--- src/logic/dsadc_defines.svh ---
`ifndef DSADC_DEFINES_SVH
`define DSADC_DEFINES_SVH

// Clock and nominal output rate
`define DSADC_CLK_HZ 100000000
`define DSADC_RATE_SPS 192000
// Modulator bits per decimator sample, derived count
`define DSADC_RATIO_RST (`DSADC_CLK_HZ / `DSADC_RATE_SPS)
`define DSADC_RES_BITS 12
`define DSADC_PIPE_TAPS 4
`define DSADC_AVG_RST 8'h04

// Register byte offsets
`define DSADC_OFS_CTRL 8'h00
`define DSADC_OFS_CFG 8'h04
`define DSADC_OFS_MUX 8'h08
`define DSADC_OFS_STAT 8'h0C
`define DSADC_OFS_RES 8'h10

// Field positions
`define DSADC_CTRL_START 0
`define DSADC_CTRL_STOP 1
`define DSADC_CTRL_MODE 2
`define DSADC_CFG_AVG 16
`define DSADC_STAT_DONE 0
`define DSADC_STAT_BUSY 1
`define DSADC_STAT_VALID 2
`define DSADC_STAT_STATE 4
`define DSADC_STAT_LEVEL 8

// Reset values
`define DSADC_MODE_RST 2'h0
`define DSADC_MUX_RST 4'h0

`endif

--- src/logic/dsadc_pkg.sv ---
package dsadc_pkg;

    // Operating modes
    typedef enum logic [1:0] {
        DSADC_SINGLE = 2'h0,
        DSADC_CONT = 2'h1,
        DSADC_FILT = 2'h2,
        DSADC_AVG = 2'h3
    } dsadc_mode_t;

    // Gray coded control states
    typedef enum logic [1:0] {
        DSADC_IDLE = 2'h0,
        DSADC_RST = 2'h1,
        DSADC_CONV = 2'h3,
        DSADC_WAIT = 2'h2
    } dsadc_state_t;

endpackage

--- src/logic/dsadc_fifo.sv ---
module dsadc_fifo #(
    parameter int WIDTH = 32,
    parameter int DEPTH = 16
) (
    input wire logic clk_i,
    input wire logic rst_i,
    input wire logic in_valid_i,
    output logic in_ready_o,
    input wire logic [WIDTH-1:0] in_data_i,
    output logic out_valid_o,
    input wire logic out_ready_i,
    output logic [WIDTH-1:0] out_data_o,
    output logic [$clog2(DEPTH):0] count_o
);
    localparam int AW = $clog2(DEPTH);

    // Depth must be a power of two for pointer wrap
    if (DEPTH < 2 || (1 << AW) != DEPTH) begin : g_chk
        $error("dsadc_fifo depth must be a power of two");
    end

    logic [WIDTH-1:0] mem_q [DEPTH];
    logic [AW-1:0] wr_q;
    logic [AW-1:0] rd_q;
    logic [AW:0] cnt_q;
    logic push;
    logic pop;

    // Handshakes with honest full and empty
    assign in_ready_o = (cnt_q != (AW+1)'(DEPTH));
    assign out_valid_o = (cnt_q != '0);
    assign push = in_valid_i && in_ready_o;
    assign pop = out_ready_i && out_valid_o;
    assign out_data_o = mem_q[rd_q];
    assign count_o = cnt_q;

    // Storage
    always_ff @(posedge clk_i) begin
        if (push) begin
            mem_q[wr_q] <= in_data_i;
        end
    end

    // Pointers and level
    always_ff @(posedge clk_i) begin
        if (rst_i) begin
            wr_q <= '0;
            rd_q <= '0;
            cnt_q <= '0;
        end else begin
            if (push) begin
                wr_q <= wr_q + 1'b1;
            end
            if (pop) begin
                rd_q <= rd_q + 1'b1;
            end
            if (push && !pop) begin
                cnt_q <= cnt_q + 1'b1;
            end else if (pop && !push) begin
                cnt_q <= cnt_q - 1'b1;
            end
        end
    end
endmodule // dsadc_fifo

--- src/logic/dsadc_ctrl.sv ---
// Implementation choices: the address map and register access over Wishbone.
`include "dsadc_defines.svh"

module dsadc_ctrl #(
    parameter int DEC_W = 16,
    parameter int FIFO_DEPTH = 16
) (
    input wire logic clk_i,
    input wire logic rst_i,
    input wire logic wb_cyc_i,
    input wire logic wb_stb_i,
    input wire logic wb_we_i,
    input wire logic [7:0] wb_adr_i,
    input wire logic [3:0] wb_sel_i,
    input wire logic [31:0] wb_dat_i,
    output logic [31:0] wb_dat_o,
    output logic wb_ack_o,
    input wire logic mod_bit_i,
    input wire logic trig_i,
    output logic mod_reset_o,
    output logic [3:0] mux_sel_o,
    output dsadc_pkg::dsadc_mode_t mode_o,
    output logic done_o
);
    import dsadc_pkg::*;

    localparam int TAPS = `DSADC_PIPE_TAPS;
    localparam int SUM_W = DEC_W + 2;
    localparam int LVL_W = $clog2(FIFO_DEPTH) + 1;

    // Ratio counter and result path need room
    if (DEC_W < 12 || DEC_W > 24) begin : g_chk
        $error("dsadc_ctrl DEC_W out of range");
    end

    // Pin synchronisers
    logic mod_s1_q;
    logic mod_s2_q;
    logic trig_s1_q;
    logic trig_s2_q;
    logic trig_s3_q;

    // Control and configuration
    dsadc_state_t state_q;
    logic [DEC_W-1:0] ratio_q;
    logic [7:0] avg_n_q;
    logic start_q;
    logic stop_q;
    logic mux_wr_q;

    // Decimator
    logic [DEC_W-1:0] cnt_q;
    logic [DEC_W-1:0] ones_q;
    logic [DEC_W-1:0] hist_q [TAPS];
    logic [2:0] fill_q;
    logic [31:0] avg_acc_q;
    logic [7:0] avg_cnt_q;

    // Result hand-off
    logic pend_q;
    logic [31:0] res_q;
    logic done_q;

    // Bus slave
    logic req;
    logic wr;
    logic rd;
    logic pop;

    // FIFO signals
    logic fifo_ready;
    logic fifo_valid;
    logic [31:0] fifo_data;
    logic [LVL_W-1:0] fifo_lvl;

    // Decimator decode
    logic stall;
    logic run;
    logic tick;
    logic full;
    logic [DEC_W-1:0] sample;
    logic [SUM_W-1:0] sum4;
    logic go;
    logic push;
    logic due;
    logic [31:0] stat;

    // Two flip-flops on both pins, edge from the third
    always_ff @(posedge clk_i) begin
        if (rst_i) begin
            mod_s1_q <= 1'b0;
            mod_s2_q <= 1'b0;
            trig_s1_q <= 1'b0;
            trig_s2_q <= 1'b0;
            trig_s3_q <= 1'b0;
        end else begin
            mod_s1_q <= mod_bit_i;
            mod_s2_q <= mod_s1_q;
            trig_s1_q <= trig_i;
            trig_s2_q <= trig_s1_q;
            trig_s3_q <= trig_s2_q;
        end
    end

    // Bus strobes, one access per ack
    assign req = wb_cyc_i && wb_stb_i && !wb_ack_o;
    assign wr = req && wb_we_i;
    assign rd = req && !wb_we_i;
    assign pop = rd && (wb_adr_i == `DSADC_OFS_RES) && fifo_valid;

    // Start on either source; trigger counts only on its rising edge
    assign go = start_q || (trig_s2_q && !trig_s3_q);

    // Decimator runs in conversion unless a finished word is stuck
    assign stall = pend_q && !fifo_ready;
    assign run = (state_q == DSADC_CONV) && !stall;
    assign tick = run && (cnt_q == ratio_q - 1'b1);
    assign full = (fill_q == 3'(TAPS));
    assign push = pend_q && fifo_ready;

    // Ones count of the period closing now
    assign sample = ones_q + DEC_W'(mod_s2_q);

    // Four tap sum over the newest samples
    always_comb begin
        sum4 = SUM_W'(sample);
        for (int i = 0; i < TAPS - 1; i++) begin
            sum4 = sum4 + SUM_W'(hist_q[i]);
        end
    end

    // A result is due once the pipeline holds four fresh samples
    assign due = tick && (fill_q >= 3'(TAPS - 1)) && !mux_wr_q;

    // Ack and read data, one cycle after the request
    always_ff @(posedge clk_i) begin
        if (rst_i) begin
            wb_ack_o <= 1'b0;
            wb_dat_o <= 32'h0000_0000;
        end else begin
            wb_ack_o <= req;
            if (rd) begin
                unique case (wb_adr_i)
                    `DSADC_OFS_CTRL: wb_dat_o <= {28'h000_0000, mode_o, 2'h0};
                    `DSADC_OFS_CFG: wb_dat_o <= {8'h00, avg_n_q, 16'(ratio_q)};
                    `DSADC_OFS_MUX: wb_dat_o <= {28'h000_0000, mux_sel_o};
                    `DSADC_OFS_STAT: wb_dat_o <= stat;
                    `DSADC_OFS_RES: wb_dat_o <= fifo_valid ? fifo_data : 32'h0000_0000;
                    default: wb_dat_o <= 32'h0000_0000;
                endcase
            end
        end
    end

    // Status word
    always_comb begin
        stat = 32'h0000_0000;
        stat[`DSADC_STAT_DONE] = done_q;
        stat[`DSADC_STAT_BUSY] = (state_q != DSADC_IDLE);
        stat[`DSADC_STAT_VALID] = full;
        stat[`DSADC_STAT_STATE +: 2] = state_q;
        stat[`DSADC_STAT_LEVEL +: LVL_W] = fifo_lvl;
    end

    // Control register writes; start and stop are one-cycle strobes
    always_ff @(posedge clk_i) begin
        if (rst_i) begin
            mode_o <= dsadc_mode_t'(`DSADC_MODE_RST);
            start_q <= 1'b0;
            stop_q <= 1'b0;
        end else begin
            start_q <= 1'b0;
            stop_q <= 1'b0;
            if (wr && wb_adr_i == `DSADC_OFS_CTRL && wb_sel_i[0]) begin
                start_q <= wb_dat_i[`DSADC_CTRL_START];
                stop_q <= wb_dat_i[`DSADC_CTRL_STOP];
                mode_o <= dsadc_mode_t'(wb_dat_i[`DSADC_CTRL_MODE +: 2]);
            end
        end
    end

    // Decimation ratio and averaging length; zero is held off
    always_ff @(posedge clk_i) begin
        if (rst_i) begin
            ratio_q <= DEC_W'(`DSADC_RATIO_RST);
            avg_n_q <= `DSADC_AVG_RST;
        end else if (wr && wb_adr_i == `DSADC_OFS_CFG) begin
            if (wb_sel_i[1:0] == 2'h3 && wb_dat_i[DEC_W-1:0] != '0) begin
                ratio_q <= wb_dat_i[DEC_W-1:0];
            end
            if (wb_sel_i[2] && wb_dat_i[`DSADC_CFG_AVG +: 8] != 8'h00) begin
                avg_n_q <= wb_dat_i[`DSADC_CFG_AVG +: 8];
            end
        end
    end

    // Input select; a write flags the pipeline stale
    always_ff @(posedge clk_i) begin
        if (rst_i) begin
            mux_sel_o <= `DSADC_MUX_RST;
            mux_wr_q <= 1'b0;
        end else begin
            mux_wr_q <= 1'b0;
            if (wr && wb_adr_i == `DSADC_OFS_MUX && wb_sel_i[0]) begin
                mux_sel_o <= wb_dat_i[3:0];
                mux_wr_q <= 1'b1;
            end
        end
    end

    // Conversion sequencer
    always_ff @(posedge clk_i) begin
        if (rst_i) begin
            state_q <= DSADC_IDLE;
        end else if (stop_q) begin
            state_q <= DSADC_IDLE;
        end else begin
            unique case (state_q)
                DSADC_IDLE: begin
                    if (go) begin
                        state_q <= DSADC_RST;
                    end
                end
                DSADC_RST: begin
                    state_q <= DSADC_CONV;
                end
                DSADC_CONV: begin
                    if (due && mode_o == DSADC_SINGLE) begin
                        state_q <= DSADC_WAIT;
                    end else if (due && mode_o == DSADC_FILT) begin
                        state_q <= DSADC_RST;
                    end
                end
                DSADC_WAIT: begin
                    if (!pend_q && !done_q) begin
                        state_q <= DSADC_IDLE;
                    end
                end
            endcase
        end
    end

    // Channel reset pulse, once per start or per filtered sample
    always_ff @(posedge clk_i) begin
        if (rst_i) begin
            mod_reset_o <= 1'b0;
        end else begin
            mod_reset_o <= (state_q == DSADC_IDLE && go && !stop_q)
                || (state_q == DSADC_CONV && due && mode_o == DSADC_FILT && !stop_q);
        end
    end

    // Period counter and ones accumulator
    always_ff @(posedge clk_i) begin
        if (rst_i || state_q != DSADC_CONV) begin
            cnt_q <= '0;
            ones_q <= '0;
        end else if (tick) begin
            cnt_q <= '0;
            ones_q <= '0;
        end else if (run) begin
            cnt_q <= cnt_q + 1'b1;
            ones_q <= sample;
        end
    end

    // Sample history, newest first
    for (genvar g = 0; g < TAPS; g++) begin : g_hist
        always_ff @(posedge clk_i) begin
            if (rst_i || state_q == DSADC_RST) begin
                hist_q[g] <= '0;
            end else if (tick) begin
                hist_q[g] <= (g == 0) ? sample : hist_q[(g == 0) ? 0 : g - 1];
            end
        end
    end

    // Valid sample count since reset or input switch
    always_ff @(posedge clk_i) begin
        if (rst_i || state_q == DSADC_RST || mux_wr_q) begin
            fill_q <= 3'h0;
        end else if (tick && !full) begin
            fill_q <= fill_q + 1'b1;
        end
    end

    // First order sinc post stage for the average mode
    always_ff @(posedge clk_i) begin
        if (rst_i || state_q == DSADC_IDLE || mode_o != DSADC_AVG) begin
            avg_acc_q <= 32'h0000_0000;
            avg_cnt_q <= 8'h00;
        end else if (due) begin
            if (avg_cnt_q == avg_n_q - 1'b1) begin
                avg_acc_q <= 32'h0000_0000;
                avg_cnt_q <= 8'h00;
            end else begin
                avg_acc_q <= avg_acc_q + 32'(sum4);
                avg_cnt_q <= avg_cnt_q + 1'b1;
            end
        end
    end

    // Finished word waits for the FIFO; a push never repeats a word
    always_ff @(posedge clk_i) begin
        if (rst_i) begin
            pend_q <= 1'b0;
            res_q <= 32'h0000_0000;
        end else begin
            if (push) begin
                pend_q <= 1'b0;
            end
            if (due && mode_o != DSADC_AVG) begin
                pend_q <= 1'b1;
                res_q <= 32'(sum4);
            end else if (due && avg_cnt_q == avg_n_q - 1'b1) begin
                pend_q <= 1'b1;
                res_q <= avg_acc_q + 32'(sum4);
            end
        end
    end

    // Done flag: set by a stored result, cleared by reading the last one
    always_ff @(posedge clk_i) begin
        if (rst_i) begin
            done_q <= 1'b0;
        end else if (push) begin
            done_q <= 1'b1;
        end else if (pop && fifo_lvl == LVL_W'(1)) begin
            done_q <= 1'b0;
        end
    end

    // Done pin is the status flag register itself
    assign done_o = done_q;

    // Result queue toward the CPU or DMA reader
    dsadc_fifo #(
        .WIDTH(32),
        .DEPTH(FIFO_DEPTH)
    ) u_fifo (
        .clk_i(clk_i),
        .rst_i(rst_i),
        .in_valid_i(pend_q),
        .in_ready_o(fifo_ready),
        .in_data_i(res_q),
        .out_valid_o(fifo_valid),
        .out_ready_i(pop),
        .out_data_o(fifo_data),
        .count_o(fifo_lvl)
    );

endmodule // dsadc_ctrl

--- config.mk ---
export PLATFORM = sky130hd
export DESIGN_NAME = dsadc_ctrl
export DESIGN_NICKNAME = d
export VERILOG_FILES = /design/src/logic/dsadc_pkg.sv /design/src/logic/dsadc_fifo.sv /design/src/logic/dsadc_ctrl.sv
export VERILOG_INCLUDE_DIRS = /design/src /design/src/logic
export SDC_FILE = /design/constraint.sdc
export NUM_CORES = 1
export LEC_CHECK = 0
export BUFFER_PORTS_ARGS = -buffer_cell sky130_fd_sc_hd__buf_2
export CAP_MARGIN = 30
export CORE_MARGIN = 3
export CORE_UTILIZATION = 50
export CTS_BUF_LIST = sky130_fd_sc_hd__clkbuf_8
export DETAILED_ROUTE_END_ITERATION = 7
export HOLD_SLACK_MARGIN = 0.08
export PLACE_DENSITY_LB_ADDON = 0.15
export SYNTH_ARGS = -nofsm -noshare
export SYNTH_HDL_FRONTEND = slang
export SYNTH_SLANG_ARGS = --single-unit
--- constraint.sdc ---
create_clock -name clk_i -period 7.3 [get_ports clk_i]
set_input_delay 0 -clock clk_i [delete_from_list [all_inputs] [get_ports clk_i]]
set_output_delay 0 -clock clk_i [all_outputs]
set_load 0.05 [all_outputs]
==> flow_summary_export.csv, run 1 <==
group,metric,value,unit
run_status,run_status,"completed",
clock_tree,cts.clk_slew.worst_paths,0.06,ns
sta,rsz0062_at_grt,"false",
layout,layout.nets,2809,
synth,synth_area_per_cell,13.8,um2
synth,netlist_area,33600,um2
synth,cell_taking_the_most_area_after_synthesis,"edfxtp_1",
synth,yosysWarningCount,0,
synth,synthTopCellsByCount,"edfxtp_1 (560), nor2_1 (228), dfxtp_1 (200), a21oi_1 (148), mux4_2 (129)",
critical_path,critPathKind,"flop to flop",
sta,slew_headroom,37.2,%
global_routing,global_route.overflow_total,0,
layout,synthToLayoutAreaGrowth,15.0,%
floorplan,core_area,66100,um2
clock_tree,post_cts_buffers,0,
sta,fmaxAchievable,154,MHz
global_routing,antenna_found_initial,2,
detailed_routing,dr.max_layer_used,"met4",
synth,synth_edf_count,560,
detailed_routing,via_count,21213,
layout,final_util,58.4,%
power_and_ir_drop,powerDensity,223,nW/um2
critical_path,cp_data_arrival_time,7.12,ns
synth,postSynthNetCount,2581,
global_routing,grt_first_pass_wirelength,126000,um
worst_hold_path,worstHoldStart,"wb_dat_i[1]",
synth,ranking_of_synthesized_cells_by_area,"edfxtp_1 (50%), dfxtp_1 (12%), mux4_2 (8.7%)",
detailed_routing,routedLengthMet1,34800,um
detailed_routing,route.met3.wl,5280,um
placement,place.gp.congestion,0.910,
critical_path,r2r_worst_path_depth,25,
synth,synth-main-ff-cell,"edfxtp_1",
placement,portBuffers,82,
floorplan,dieHeight,265,um
power_and_ir_drop,power.static_leakage,14.1,nW
sta,timing.final.setup_violations,0,
synth,yosys.cell_types.count,78,
detailed_routing,wirelength,81800,um
synth,yosys.cell_count.top_type,"edfxtp_1",
detailed_routing,detail_route.vias_per_cell,5.82,
critical_path,start_kind,"flop",
detailed_routing,routed-wl-met2,40100,um
power_and_ir_drop,totalPowerFinal,0.00863,W
synth,async_reset_ff_share,0,%
placement,dpl.hpwl,49300,um
sta,hold_slack,0.149,ns
detailed_routing,dr.pass1.iters,7,
global_routing,vias_in_the_first_global_route,21381,
clock_tree,clk-insertion-delay-late,0.73,ns
clock_tree,cts_inserted_buffers,121,
clock_tree,numClockSinks,760,
worst_hold_path,whs_path_depth,4,
worst_hold_path,holdPathEnd,"mux_sel_o[1]$_SDFFE_PP0P_",
sta,layout_worst_path_cycle_share,89.2,%
sta,worst-slew-pin-transition,0.939,ns
job,maxCapViolations,0,
clock_tree,cts_tree,"built",
global_routing,grt_start_max_net_pins,74,
worst_hold_path,hp-class,"primary input to flop",
sta,timing.final.hold_violations,0,
placement,detailedPlace.worstSlack,0.880,ns
critical_path,critPathCaptureType,"flop",
floorplan,row_count,94,
floorplan,initial_utilization,50.8,%
sta,final_max_slew_viol_count,0,
clock_tree,cts.root.buffer_cell,"clkbuf_8",
sta,totalNegativeSetupSlack,0,ns
critical_path,critical_path_data_required_time,7.91,ns
power_and_ir_drop,vdd_drop_max,0.136,mV
clock_tree,clk_path_buf_depth,3,
clock_tree,h_tree_depth,3,
critical_path,worst_r2r_endpoint,"avg_acc_q[24]$_SDFFE_PP0P_",
sta,finalCriticalPeriod,6.51,ns
detailed_routing,detail_route.drc_violations,0,
global_routing,globalRouteTotalUtil,23.3,%
critical_path,regToRegStartpoint,"ones_q[0]$_SDFFE_PP0P_",
layout,layout-drive-gt1-share,17.0,%
synth,yosys_register_bits,760,
floorplan,floorplan.die.width,265,um
critical_path,r2r_setup_slack,0.79,ns
critical_path,crit_fanout,8,
synth,synth_sequential_area_ratio,62.0,%
floorplan,die-area,70300,um2
synth,netlist_instances,2442,
detailed_routing,detail_route.wl_per_cell,22.5,um
synth,netlist.area_leader.share,50.1,%
detailed_routing,drtIter0Drc,1632,
sta,final_worst_path_setup_slack,0.787,ns
sta,skew,0.0572,ns
floorplan,num_io_pins,92,
detailed_routing,postRouteAntennaNets,0,
-- state kept, by name (all words and copies together), names as in the netlist, 4 cells and up, named ones only --
name,flops
avg_n_q,8
mux_sel_o,4
hist_q,48
u_fifo.mem_q,512
u_fifo.count_o,5
res_q,32
ratio_q,16
u_fifo.wr_q,4
avg_acc_q,32
ones_q,16
wb_dat_o,32
cnt_q,16
u_fifo.rd_q,4
avg_cnt_q,8
-- per-stage QoR --
step,instances,instance area (um2)
finish,3642,38600
global route,3642,38600
CTS,3641,38600
detailed placement,3298,35000
global placement,3295,35000
floorplan,2442,33600
-- worst max-delay path, stage by stage (launching register included) --
cell and delay (ns):
dfxtp_1 0.35, ha_1 0.21, nand3_1 0.13, nor3_1 0.41
nand3_1 0.21, nor2_1 0.29, nand2_1 0.13, xnor2_1 0.18
fa_1 0.54, inv_1 0.05, fa_1 0.53, inv_1 0.04
ha_1 0.34, a21oi_1 0.27, nand2_1 0.08, a21o_1 0.18
a21o_1 0.18, nand2_1 0.07, xnor2_1 0.12, ha_1 0.43
and3_1 0.26, and3_1 0.17, nand3_1 0.26, a21oi_1 0.36
or4b_1 0.47, a21oi_1 0.14
-- cell type report --
| class | count | area [um2] |
|---|---|---|
| fillers | 5227 | 27500 |
| flip-flops and latches | 760 | 20800 |
| multi-input cells | 1441 | 11900 |
| clock buffers | 143 | 1970 |
| repair buffers | 238 | 1910 |
| well taps | 864 | 1080 |
| clock inverters | 87 | 475 |
| inverters | 108 | 405 |
| diodes | 1 | 2.50 |
-- what timing repair did --
action	in CTS	in global routing
hold buffers	113	0
endpoints found under the hold margin	69	0
resized for setup	0	0
-- cell usage in the layout (no fill, tap or decap), drive strengths merged, types with 26 or more instances in the layout --
| master | n |
|---|---|
| a211oi | 40 |
| a21oi | 148 |
| a22oi | 26 |
| and3 | 69 |
| buf | 125 |
| clkbuf | 143 |
| clkinv | 29 |
| dfxtp | 200 |
| dlygate4sd3 | 113 |
| edfxtp | 560 |
| fa | 33 |
| ha | 55 |
| inv | 162 |
| mux2i | 81 |
| mux4 | 129 |
| nand2 | 98 |
| nand3 | 48 |
| nor2 | 228 |
| nor2b | 40 |
| nor3 | 26 |
| o21ai | 67 |
| or3 | 30 |
| xnor2 | 80 |
| xor2 | 46 |
-- per-layer routing --
layer / vias up / track usage [%]
met5: - / 0
met4: 0 / 6.71
met3: 125 / 3.85
met2: 678 / 38.8
met1: 10739 / 32.0
li1: 9671 / -
-- power by group --
| part | switching, W | internal, W | total (W) |
|---|---|---|---|
| sequential | 0.00000986 | 0.00459 | 0.00460 |
| clock | 0.00169 | 0.00189 | 0.00358 |
| combinational | 0.000267 | 0.000178 | 0.000444 |
| total | 0.00196 | 0.00667 | 0.00863 |
-- logic make-up after synthesis --
family,share of synthesized area (%)
AOI/OAI and AO/OA,7.07
xor gates and xnor gates,3.29
adders and majority gates,4.02
buffers and inverters,2.81
DFF,62.0
muxes,11.2
and+or+nand+nor,9.63
-- worst max path at each step --
stage / start / endpoint / cells after the start / slack (ns)
floorplan: ones_q[1]$_SDFFE_PP0P_ / res_q[20]$_SDFFE_PP0P_ / 25 / 1.51
global placement: ones_q[0]$_SDFFE_PP0P_ / avg_acc_q[24]$_SDFFE_PP0P_ / 25 / 0.89
detailed placement: ones_q[0]$_SDFFE_PP0P_ / avg_acc_q[24]$_SDFFE_PP0P_ / 25 / 0.88
CTS: ones_q[0]$_SDFFE_PP0P_ / avg_acc_q[24]$_SDFFE_PP0P_ / 25 / 0.80
global route: ones_q[0]$_SDFFE_PP0P_ / avg_acc_q[26]$_SDFFE_PP0P_ / 25 / 0.15
finish: ones_q[0]$_SDFFE_PP0P_ / avg_acc_q[24]$_SDFFE_PP0P_ / 25 / 0.79
(Power assumes the default switching activity.)
==> run 2: changes to the inputs <==
Settings changed: GPL_TIMING_DRIVEN set to 0.
==> run 2 against run 1 <==
Hold slack better by 0.0035 ns. Routed wire length is 12% higher. Worst setup slack worse by 0.096 ns. Critical path depth stayed put. Sequential share of layout area is 0.51 points lower. Register-to-register slack worse by 0.096 ns. Non-clock buffer count is 95 higher. Global-route usage is 2.8 points higher. Critical endpoint is now avg_acc_q[30]$_SDFFE_PP0P_. Final cell count is 2.4% higher. Via count is 4.6% higher. Largest power group unchanged. Critical path type unchanged. Clock power is 2% lower.
==> flow_summary_export.csv, run 2 (synthesis gave the netlist of run 1 again) <==
group,metric,value,unit
run_status,run_status,"completed",
floorplan,core_area,66100,um2
critical_path,regToRegStartpoint,"ones_q[0]$_SDFFE_PP0P_",
layout,largest_register_ff_count,512,
layout,layout_commonest_cell,"edfxtp_1",
worst_hold_path,whs_path_depth,4,
critical_path,critPathTopFamily,"simple AND/OR/NAND/NOR gates",
sta,skew,0.0591,ns
clock_tree,h_tree_depth,3,
layout,layout-drive-gt1-share,16.3,%
power_and_ir_drop,share_comb_of_total_power,5.7,%
detailed_routing,dr.pass1.iters,6,
detailed_routing,detail_route.wl_per_cell,24.5,um
sta,fmaxAchievable,151,MHz
global_routing,global_route.overflow_total,0,
sta,final_max_slew_viol_count,0,
clock_tree,clk_path_buf_depth,3,
clock_tree,clk-insertion-delay-late,0.75,ns
power_and_ir_drop,power.static_leakage,14.2,nW
detailed_routing,detail_route.vias_per_cell,5.95,
power_and_ir_drop,vdd_drop_max,0.143,mV
power_and_ir_drop,seq_power_share,53.5,%
detailed_routing,wirelength,91400,um
critical_path,critPathCaptureType,"flop",
clock_tree,numClockSinks,760,
layout,layout.nets,2903,
power_and_ir_drop,switching_share,23.4,%
layout,synthToLayoutAreaGrowth,16.0,%
power_and_ir_drop,power.internal,0.00659,W
critical_path,r2r_worst_path_depth,25,
critical_path,cpMaxStageDelayCell,"fa_1",
critical_path,start_kind,"flop",
clock_tree,cts.root.buffer_cell,"clkbuf_8",
power_and_ir_drop,power.switching,0.00201,W
critical_path,r2r_setup_slack,0.69,ns
sta,finalCriticalPeriod,6.61,ns
floorplan,die-area,70300,um2
sta,worst-slew-pin-transition,0.988,ns
critical_path,cp_data_arrival_time,7.23,ns
power_and_ir_drop,power.clock.fraction,40.8,%
global_routing,vias_in_the_first_global_route,22366,
detailed_routing,detail_route.drc_violations,0,
global_routing,antenna_found_initial,5,
placement,dpl.hpwl,64100,um
placement,place.gp.congestion,0.893,
job,maxCapViolations,0,
layout,final_util,58.9,%
worst_hold_path,holdPathEnd,"ratio_q[0]$_SDFFE_PP0P_",
clock_tree,cts_inserted_buffers,120,
sta,timing.final.setup_violations,0,
floorplan,dieHeight,265,um
global_routing,globalRouteTotalUtil,26.1,%
floorplan,num_io_pins,92,
detailed_routing,via_count,22182,
clock_tree,cts_tree,"built",
detailed_routing,postRouteAntennaNets,0,
worst_hold_path,hp-class,"primary input to flop",
critical_path,critical_path_data_required_time,7.92,ns
layout,regMostFlops,"u_fifo.mem_q",
layout,largest_registers,"u_fifo.mem_q (512), hist_q (48)",
floorplan,initial_utilization,50.8,%
floorplan,floorplan.die.width,265,um
layout,fill_cells,5203,
sta,slew_headroom,34.1,%
placement,portBuffers,80,
global_routing,grt_first_pass_wirelength,138000,um
clock_tree,cts.clk_slew.worst_paths,0.06,ns
sta,timing.final.hold_violations,0,
critical_path,crit_fanout,8,
layout,leading_cell_types_in_the_layout_fill_and_taps_excluded,"edfxtp_1 (560), nor2_1 (216), dfxtp_1 (200)",
critical_path,worst_r2r_endpoint,"avg_acc_q[30]$_SDFFE_PP0P_",
critical_path,critical_path_buf_inv_count,2,
power_and_ir_drop,powerDensity,221,nW/um2
sta,layout_worst_path_cycle_share,90.5,%
global_routing,grt_start_max_net_pins,43,
detailed_routing,drtIter0Drc,2033,
sta,totalNegativeSetupSlack,0,ns
critical_path,critPathKind,"flop to flop",
floorplan,row_count,94,
critical_path,timing.critical_path.slowest_cell_delay,0.57,ns
sta,rsz0062_at_grt,"false",
worst_hold_path,worstHoldStart,"wb_dat_i[0]",
==> run 2: cell types whose count changed in the layout (fill, tap and decap cells not counted), sizes merged <==
cell,delta
bufinv,-1
diode,+2
clkinv,-4
buf,+27
inv,+1
clkbuf,+98
dlygate4sd3,-34
==> run 2: worst register-to-register path, stage by stage, from the launching register on <==
cell	delay (ns)
dfxtp_1	0.36
ha_1	0.22
nand3_1	0.13
nor3_2	0.31
nand3_1	0.18
nor2_1	0.29
nand2_1	0.14
xnor2_1	0.22
fa_1	0.57
inv_1	0.06
fa_1	0.53
inv_1	0.04
ha_1	0.35
a21oi_1	0.27
nand2_1	0.09
a21o_1	0.19
a21o_1	0.19
nand2_1	0.08
xnor2_1	0.13
ha_1	0.44
and3_1	0.27
and3_1	0.17
nand3_1	0.26
a21oi_1	0.38
or4b_1	0.47
a21oi_1	0.15
==> run 2: per-layer routing <==
| layer | part of all wire (%) | wire [um] | up-vias | GRT usage, % |
|---|---|---|---|---|
| met2 | 49 | 45100 | 904 | 44.2 |
| met5 | 0 | 0 | - | 0 |
| li1 | - | - | 9849 | - |
| met3 | 7.0 | 6430 | 179 | 3.70 |
| met4 | 2.9 | 2610 | 0 | 7.75 |
| met1 | 41 | 37300 | 11250 | 35.5 |
==> run 2: timing repair <==
item / CTS / global route
setup endpoints to repair: 0 / 6
endpoints found under the hold margin: 55 / 0
hold buffers: 79 / 0
buffers inserted: 0 / 0
resized for setup: 0 / 1
==> run 2: worst max-delay path by stage <==
stage | start | cells past startpoint | to | slack (ns)
6_report | ones_q[0]$_SDFFE_PP0P_ | 25 | avg_acc_q[30]$_SDFFE_PP0P_ | 0.69
3_3_place_gp | u_fifo.count_o[0]$_SDFFE_PP0P_ | 6 | u_fifo.mem_q[2][27]$_DFFE_PP_ | -0.21
3_5_place_dp | ones_q[1]$_SDFFE_PP0P_ | 25 | avg_acc_q[30]$_SDFFE_PP0P_ | 0.62
2_1_floorplan | ones_q[1]$_SDFFE_PP0P_ | 25 | res_q[20]$_SDFFE_PP0P_ | 1.51
5_1_grt | ones_q[1]$_SDFFE_PP0P_ | 24 | res_q[16]$_SDFFE_PP0P_ | 0.10
4_1_cts | ones_q[0]$_SDFFE_PP0P_ | 25 | avg_acc_q[30]$_SDFFE_PP0P_ | 0.53
==> run 2: per-stage QoR <==
stage               power, W  area (um2)  hold slack, ns  cells  setup WS (ns)
finish               0.00861       39000           0.152   3731          0.691
global route         0.00891       39000           0.113   3730          0.101
CTS                  0.00866       38900          0.0863   3727          0.528
detailed placement   0.00515       35800           0.220   3426          0.623
global placement     0.00515       35100           0.217   3386         -0.213
floorplan            0.00500       33600           0.125   2442           1.51
==> run 2: area by class of cell <==
class,instances,area (um2),area share (%)
Tap cell,864,1080,2.77
Timing Repair Buffer,200,1790,4.61
Sequential cell,760,20800,53.4
Inverter,108,405,1.04
Clock buffer,139,1910,4.91
Clock inverter,83,462,1.19
Multi-Input combinational cell,1441,11900,30.6
Antenna cell,3,7.51,0.0193
Buffer,133,538,1.38
==> run 2: power groups by stage <==
stage	Sequential (W)	Clock, W	Combinational (W)
global route	0.00460	0.00377	0.000533
detailed placement	0.00470	0	0.000458
global placement	0.00470	0	0.000449
floorplan	0.00469	0	0.000304
finish	0.00460	0.00352	0.000488
CTS	0.00460	0.00358	0.000484
==> run 3: changes to the inputs <==
Settings changed: ABC_AREA set to 1.
==> run 3 against run 2 <==
Maximum frequency is 0.62% higher. Worst setup slack gained 0.041 ns. Critical path type unchanged. Largest cell class unchanged. Routed wire length increased by 16%. Largest power group unchanged. Count of clock-buffer cells in the layout unchanged.
==> flow_summary_export.csv, run 3 <==
group,metric,value,unit
critical_path,critPathTopFamily,"simple AND/OR/NAND/NOR gates",
floorplan,row_count,95,
global_routing,vias_in_the_first_global_route,26312,
critical_path,critical_path_cell_count,28,
power_and_ir_drop,vdd_drop_max,0.168,mV
synth,yosysWarningCount,0,
synth,synth-main-ff-cell,"edfxtp_1",
floorplan,num_io_pins,92,
layout,largest_registers,"u_fifo.mem_q (512), hist_q (48)",
clock_tree,cts_inserted_buffers,121,
synth,netlist_area,34100,um2
layout,largest_register_ff_count,512,
placement,dpl.hpwl,75000,um
power_and_ir_drop,powerDensity,239,nW/um2
critical_path,critPathCaptureType,"flop",
synth,async_reset_ff_share,0,%
critical_path,timing.critical_path.slowest_cell_delay,0.76,ns
power_and_ir_drop,seq_power_share,49.7,%
synth,synth_area_per_cell,10.1,um2
floorplan,die-area,71300,um2
layout,final_util,58.4,%
synth,yosys.cell_count.top_type,"edfxtp_1",
synth,yosys.cell_types.count,57,
placement,place.gp.congestion,0.923,
clock_tree,post_cts_buffers,0,
critical_path,critPathKind,"flop to flop",
clock_tree,clk_path_buf_depth,3,
power_and_ir_drop,share_comb_of_total_power,11.7,%
sta,fmaxAchievable,152,MHz
global_routing,global_route.overflow_total,0,
placement,detailedPlace.worstSlack,0.587,ns
worst_hold_path,whs_path_depth,6,
global_routing,grt_start_max_net_pins,41,
power_and_ir_drop,switching_share,26.5,%
detailed_routing,detail_route.wl_per_cell,22.8,um
power_and_ir_drop,power.switching,0.00249,W
critical_path,cp_data_arrival_time,7.20,ns
detailed_routing,dr.pass1.iters,6,
worst_hold_path,hp-class,"primary input to flop",
sta,totalNegativeSetupSlack,0,ns
sta,rsz0062_at_grt,"false",
layout,regMostFlops,"u_fifo.mem_q",
critical_path,crit_fanout,5,
sta,hold_slack,0.135,ns
floorplan,initial_utilization,50.6,%
run_status,run_status,"completed",
detailed_routing,detail_route.drc_violations,0,
clock_tree,cts_tree,"built",
sta,final_worst_path_setup_slack,0.732,ns
detailed_routing,detail_route.vias_per_cell,5.78,
global_routing,grt_first_pass_wirelength,157000,um
synth,synth_edf_count,560,
power_and_ir_drop,power.static_leakage,14.4,nW
global_routing,antenna_found_initial,2,
sta,timing.final.hold_violations,0,
job,maxCapViolations,0,
clock_tree,h_tree_depth,3,
placement,portBuffers,81,
layout,fill_cells,5724,
clock_tree,cts.clk_slew.worst_paths,0.06,ns
synth,postSynthNetCount,3522,
layout,layout-drive-gt1-share,9.05,%
power_and_ir_drop,power.clock.fraction,38.5,%
sta,timing.final.setup_violations,0,
clock_tree,clk-insertion-delay-late,0.76,ns
sta,final_max_slew_viol_count,0,
synth,cell_taking_the_most_area_after_synthesis,"edfxtp_1",
layout,layout_commonest_cell,"edfxtp_1",
clock_tree,cts.root.buffer_cell,"clkbuf_8",
floorplan,dieHeight,267,um
detailed_routing,drtIter0Drc,2749,
sta,finalCriticalPeriod,6.57,ns
power_and_ir_drop,power.internal,0.00689,W
synth,synth_sequential_area_ratio,61.1,%
detailed_routing,via_count,26886,
synth,netlist_instances,3383,
critical_path,r2r_worst_path_depth,28,
synth,netlist.area_leader.share,49.4,%
critical_path,critical_path_buf_inv_count,3,
clock_tree,numClockSinks,760,
critical_path,critical_path_data_required_time,7.93,ns
synth,synthTopCellsByCount,"edfxtp_1 (560), nor2_1 (540), nand2_1 (457), o21ai_0 (403), inv_1 (288)",
sta,skew,0.0694,ns
critical_path,cpMaxStageDelayCell,"nor4_1",
synth,yosys_register_bits,760,
layout,layout.nets,3815,
floorplan,floorplan.die.width,267,um
detailed_routing,postRouteAntennaNets,0,
sta,layout_worst_path_cycle_share,90.0,%
critical_path,critical_path.most_common_cell,"nand2_1",
floorplan,core_area,67300,um2
detailed_routing,wirelength,106000,um
synth,ranking_of_synthesized_cells_by_area,"edfxtp_1 (49%), dfxtp_1 (12%), nor2_1 (5.9%)",
sta,worst-slew-pin-transition,1.03,ns
layout,leading_cell_types_in_the_layout_fill_and_taps_excluded,"edfxtp_1 (560), nor2_1 (524), nand2_1 (456)",
layout,synthToLayoutAreaGrowth,15.2,%
sta,slew_headroom,31.2,%
critical_path,start_kind,"flop",
global_routing,globalRouteTotalUtil,29.4,%
run 3: final timing paths:
path | from | endpoint | slack (ns)
min | wb_cyc_i | wb_ack_o$_SDFF_PP0_ | 0.13
max reg2reg | ones_q[0]$_SDFFE_PP0P_ | avg_acc_q[30]$_SDFFE_PP0P_ | 0.73
min reg2reg | trig_s1_q$_SDFF_PP0_ | trig_s2_q$_SDFF_PP0_ | 0.42
max | ones_q[0]$_SDFFE_PP0P_ | avg_acc_q[30]$_SDFFE_PP0P_ | 0.73
run 3: routing by layer:
layer / GRT usage [%] / vias up / wire, um
met2: 48.6 / 1326 / 49900
met5: 0 / - / 0
met4: 14.7 / 0 / 5540
met3: 5.31 / 313 / 9040
met1: 37.4 / 12906 / 41500
li1: - / 12341 / -
run 3: cell families (layout without fill, tap and decap cells):
logic type	after synthesis	count (layout)	synth area share (%)
adders and majority gates	88	88	3.96
xor gates and xnor gates	75	75	1.95
other	0	1	0
AOI/OAI and AO/OA	794	794	13.0
and+or+nand+nor	1207	1207	14.7
buffers and inverters	459	854	5.27
DFF	760	760	61.1
run 3: repair_timing:
item / CTS / global route
resized for setup: 0 / 1
hold buffers: 71 / 0
hold endpoints to repair: 63 / 0
setup endpoints to repair: 0 / 3
run 3: cell type report:
class / count / area, um2 / area share (%)
inverters: 300 / 1130 / 2.87
clock inverters: 86 / 509 / 1.30
flip-flops and latches: 760 / 20800 / 53.0
plain buffers: 159 / 668 / 1.70
well taps: 873 / 1090 / 2.78
clock buffers: 139 / 1910 / 4.87
multi-input cells: 2164 / 11600 / 29.5
repair buffers: 170 / 1540 / 3.93
diodes: 1 / 2.50 / 0.00637
run 3: through the flow:
stage | total power, W | instance area, um2 | cells
after floorplan | 0.00553 | 34100 | 3383
after global placement | 0.00580 | 35600 | 4337
after detailed placement | 0.00582 | 36100 | 4354
after CTS | 0.00940 | 39200 | 4650
after global routing | 0.00977 | 39300 | 4652
final | 0.00938 | 39300 | 4652
run 3: tightest hold or removal path, cell delays in order:
cell and delay, ns:
buf_2 0.10, nand2_1 0.05, dlygate4sd3_1 0.54, nor2_1 0.05
inv_1 0.06, nor2_1 0.04
run 3: power by group through the flow:
stage | clock, W | combinational [W] | sequential, W
floorplan | 0 | 0.000784 | 0.00475
global placement | 0 | 0.00105 | 0.00475
detailed placement | 0 | 0.00107 | 0.00475
CTS | 0.00365 | 0.00109 | 0.00466
global route | 0.00385 | 0.00125 | 0.00466
finish | 0.00361 | 0.00110 | 0.00466
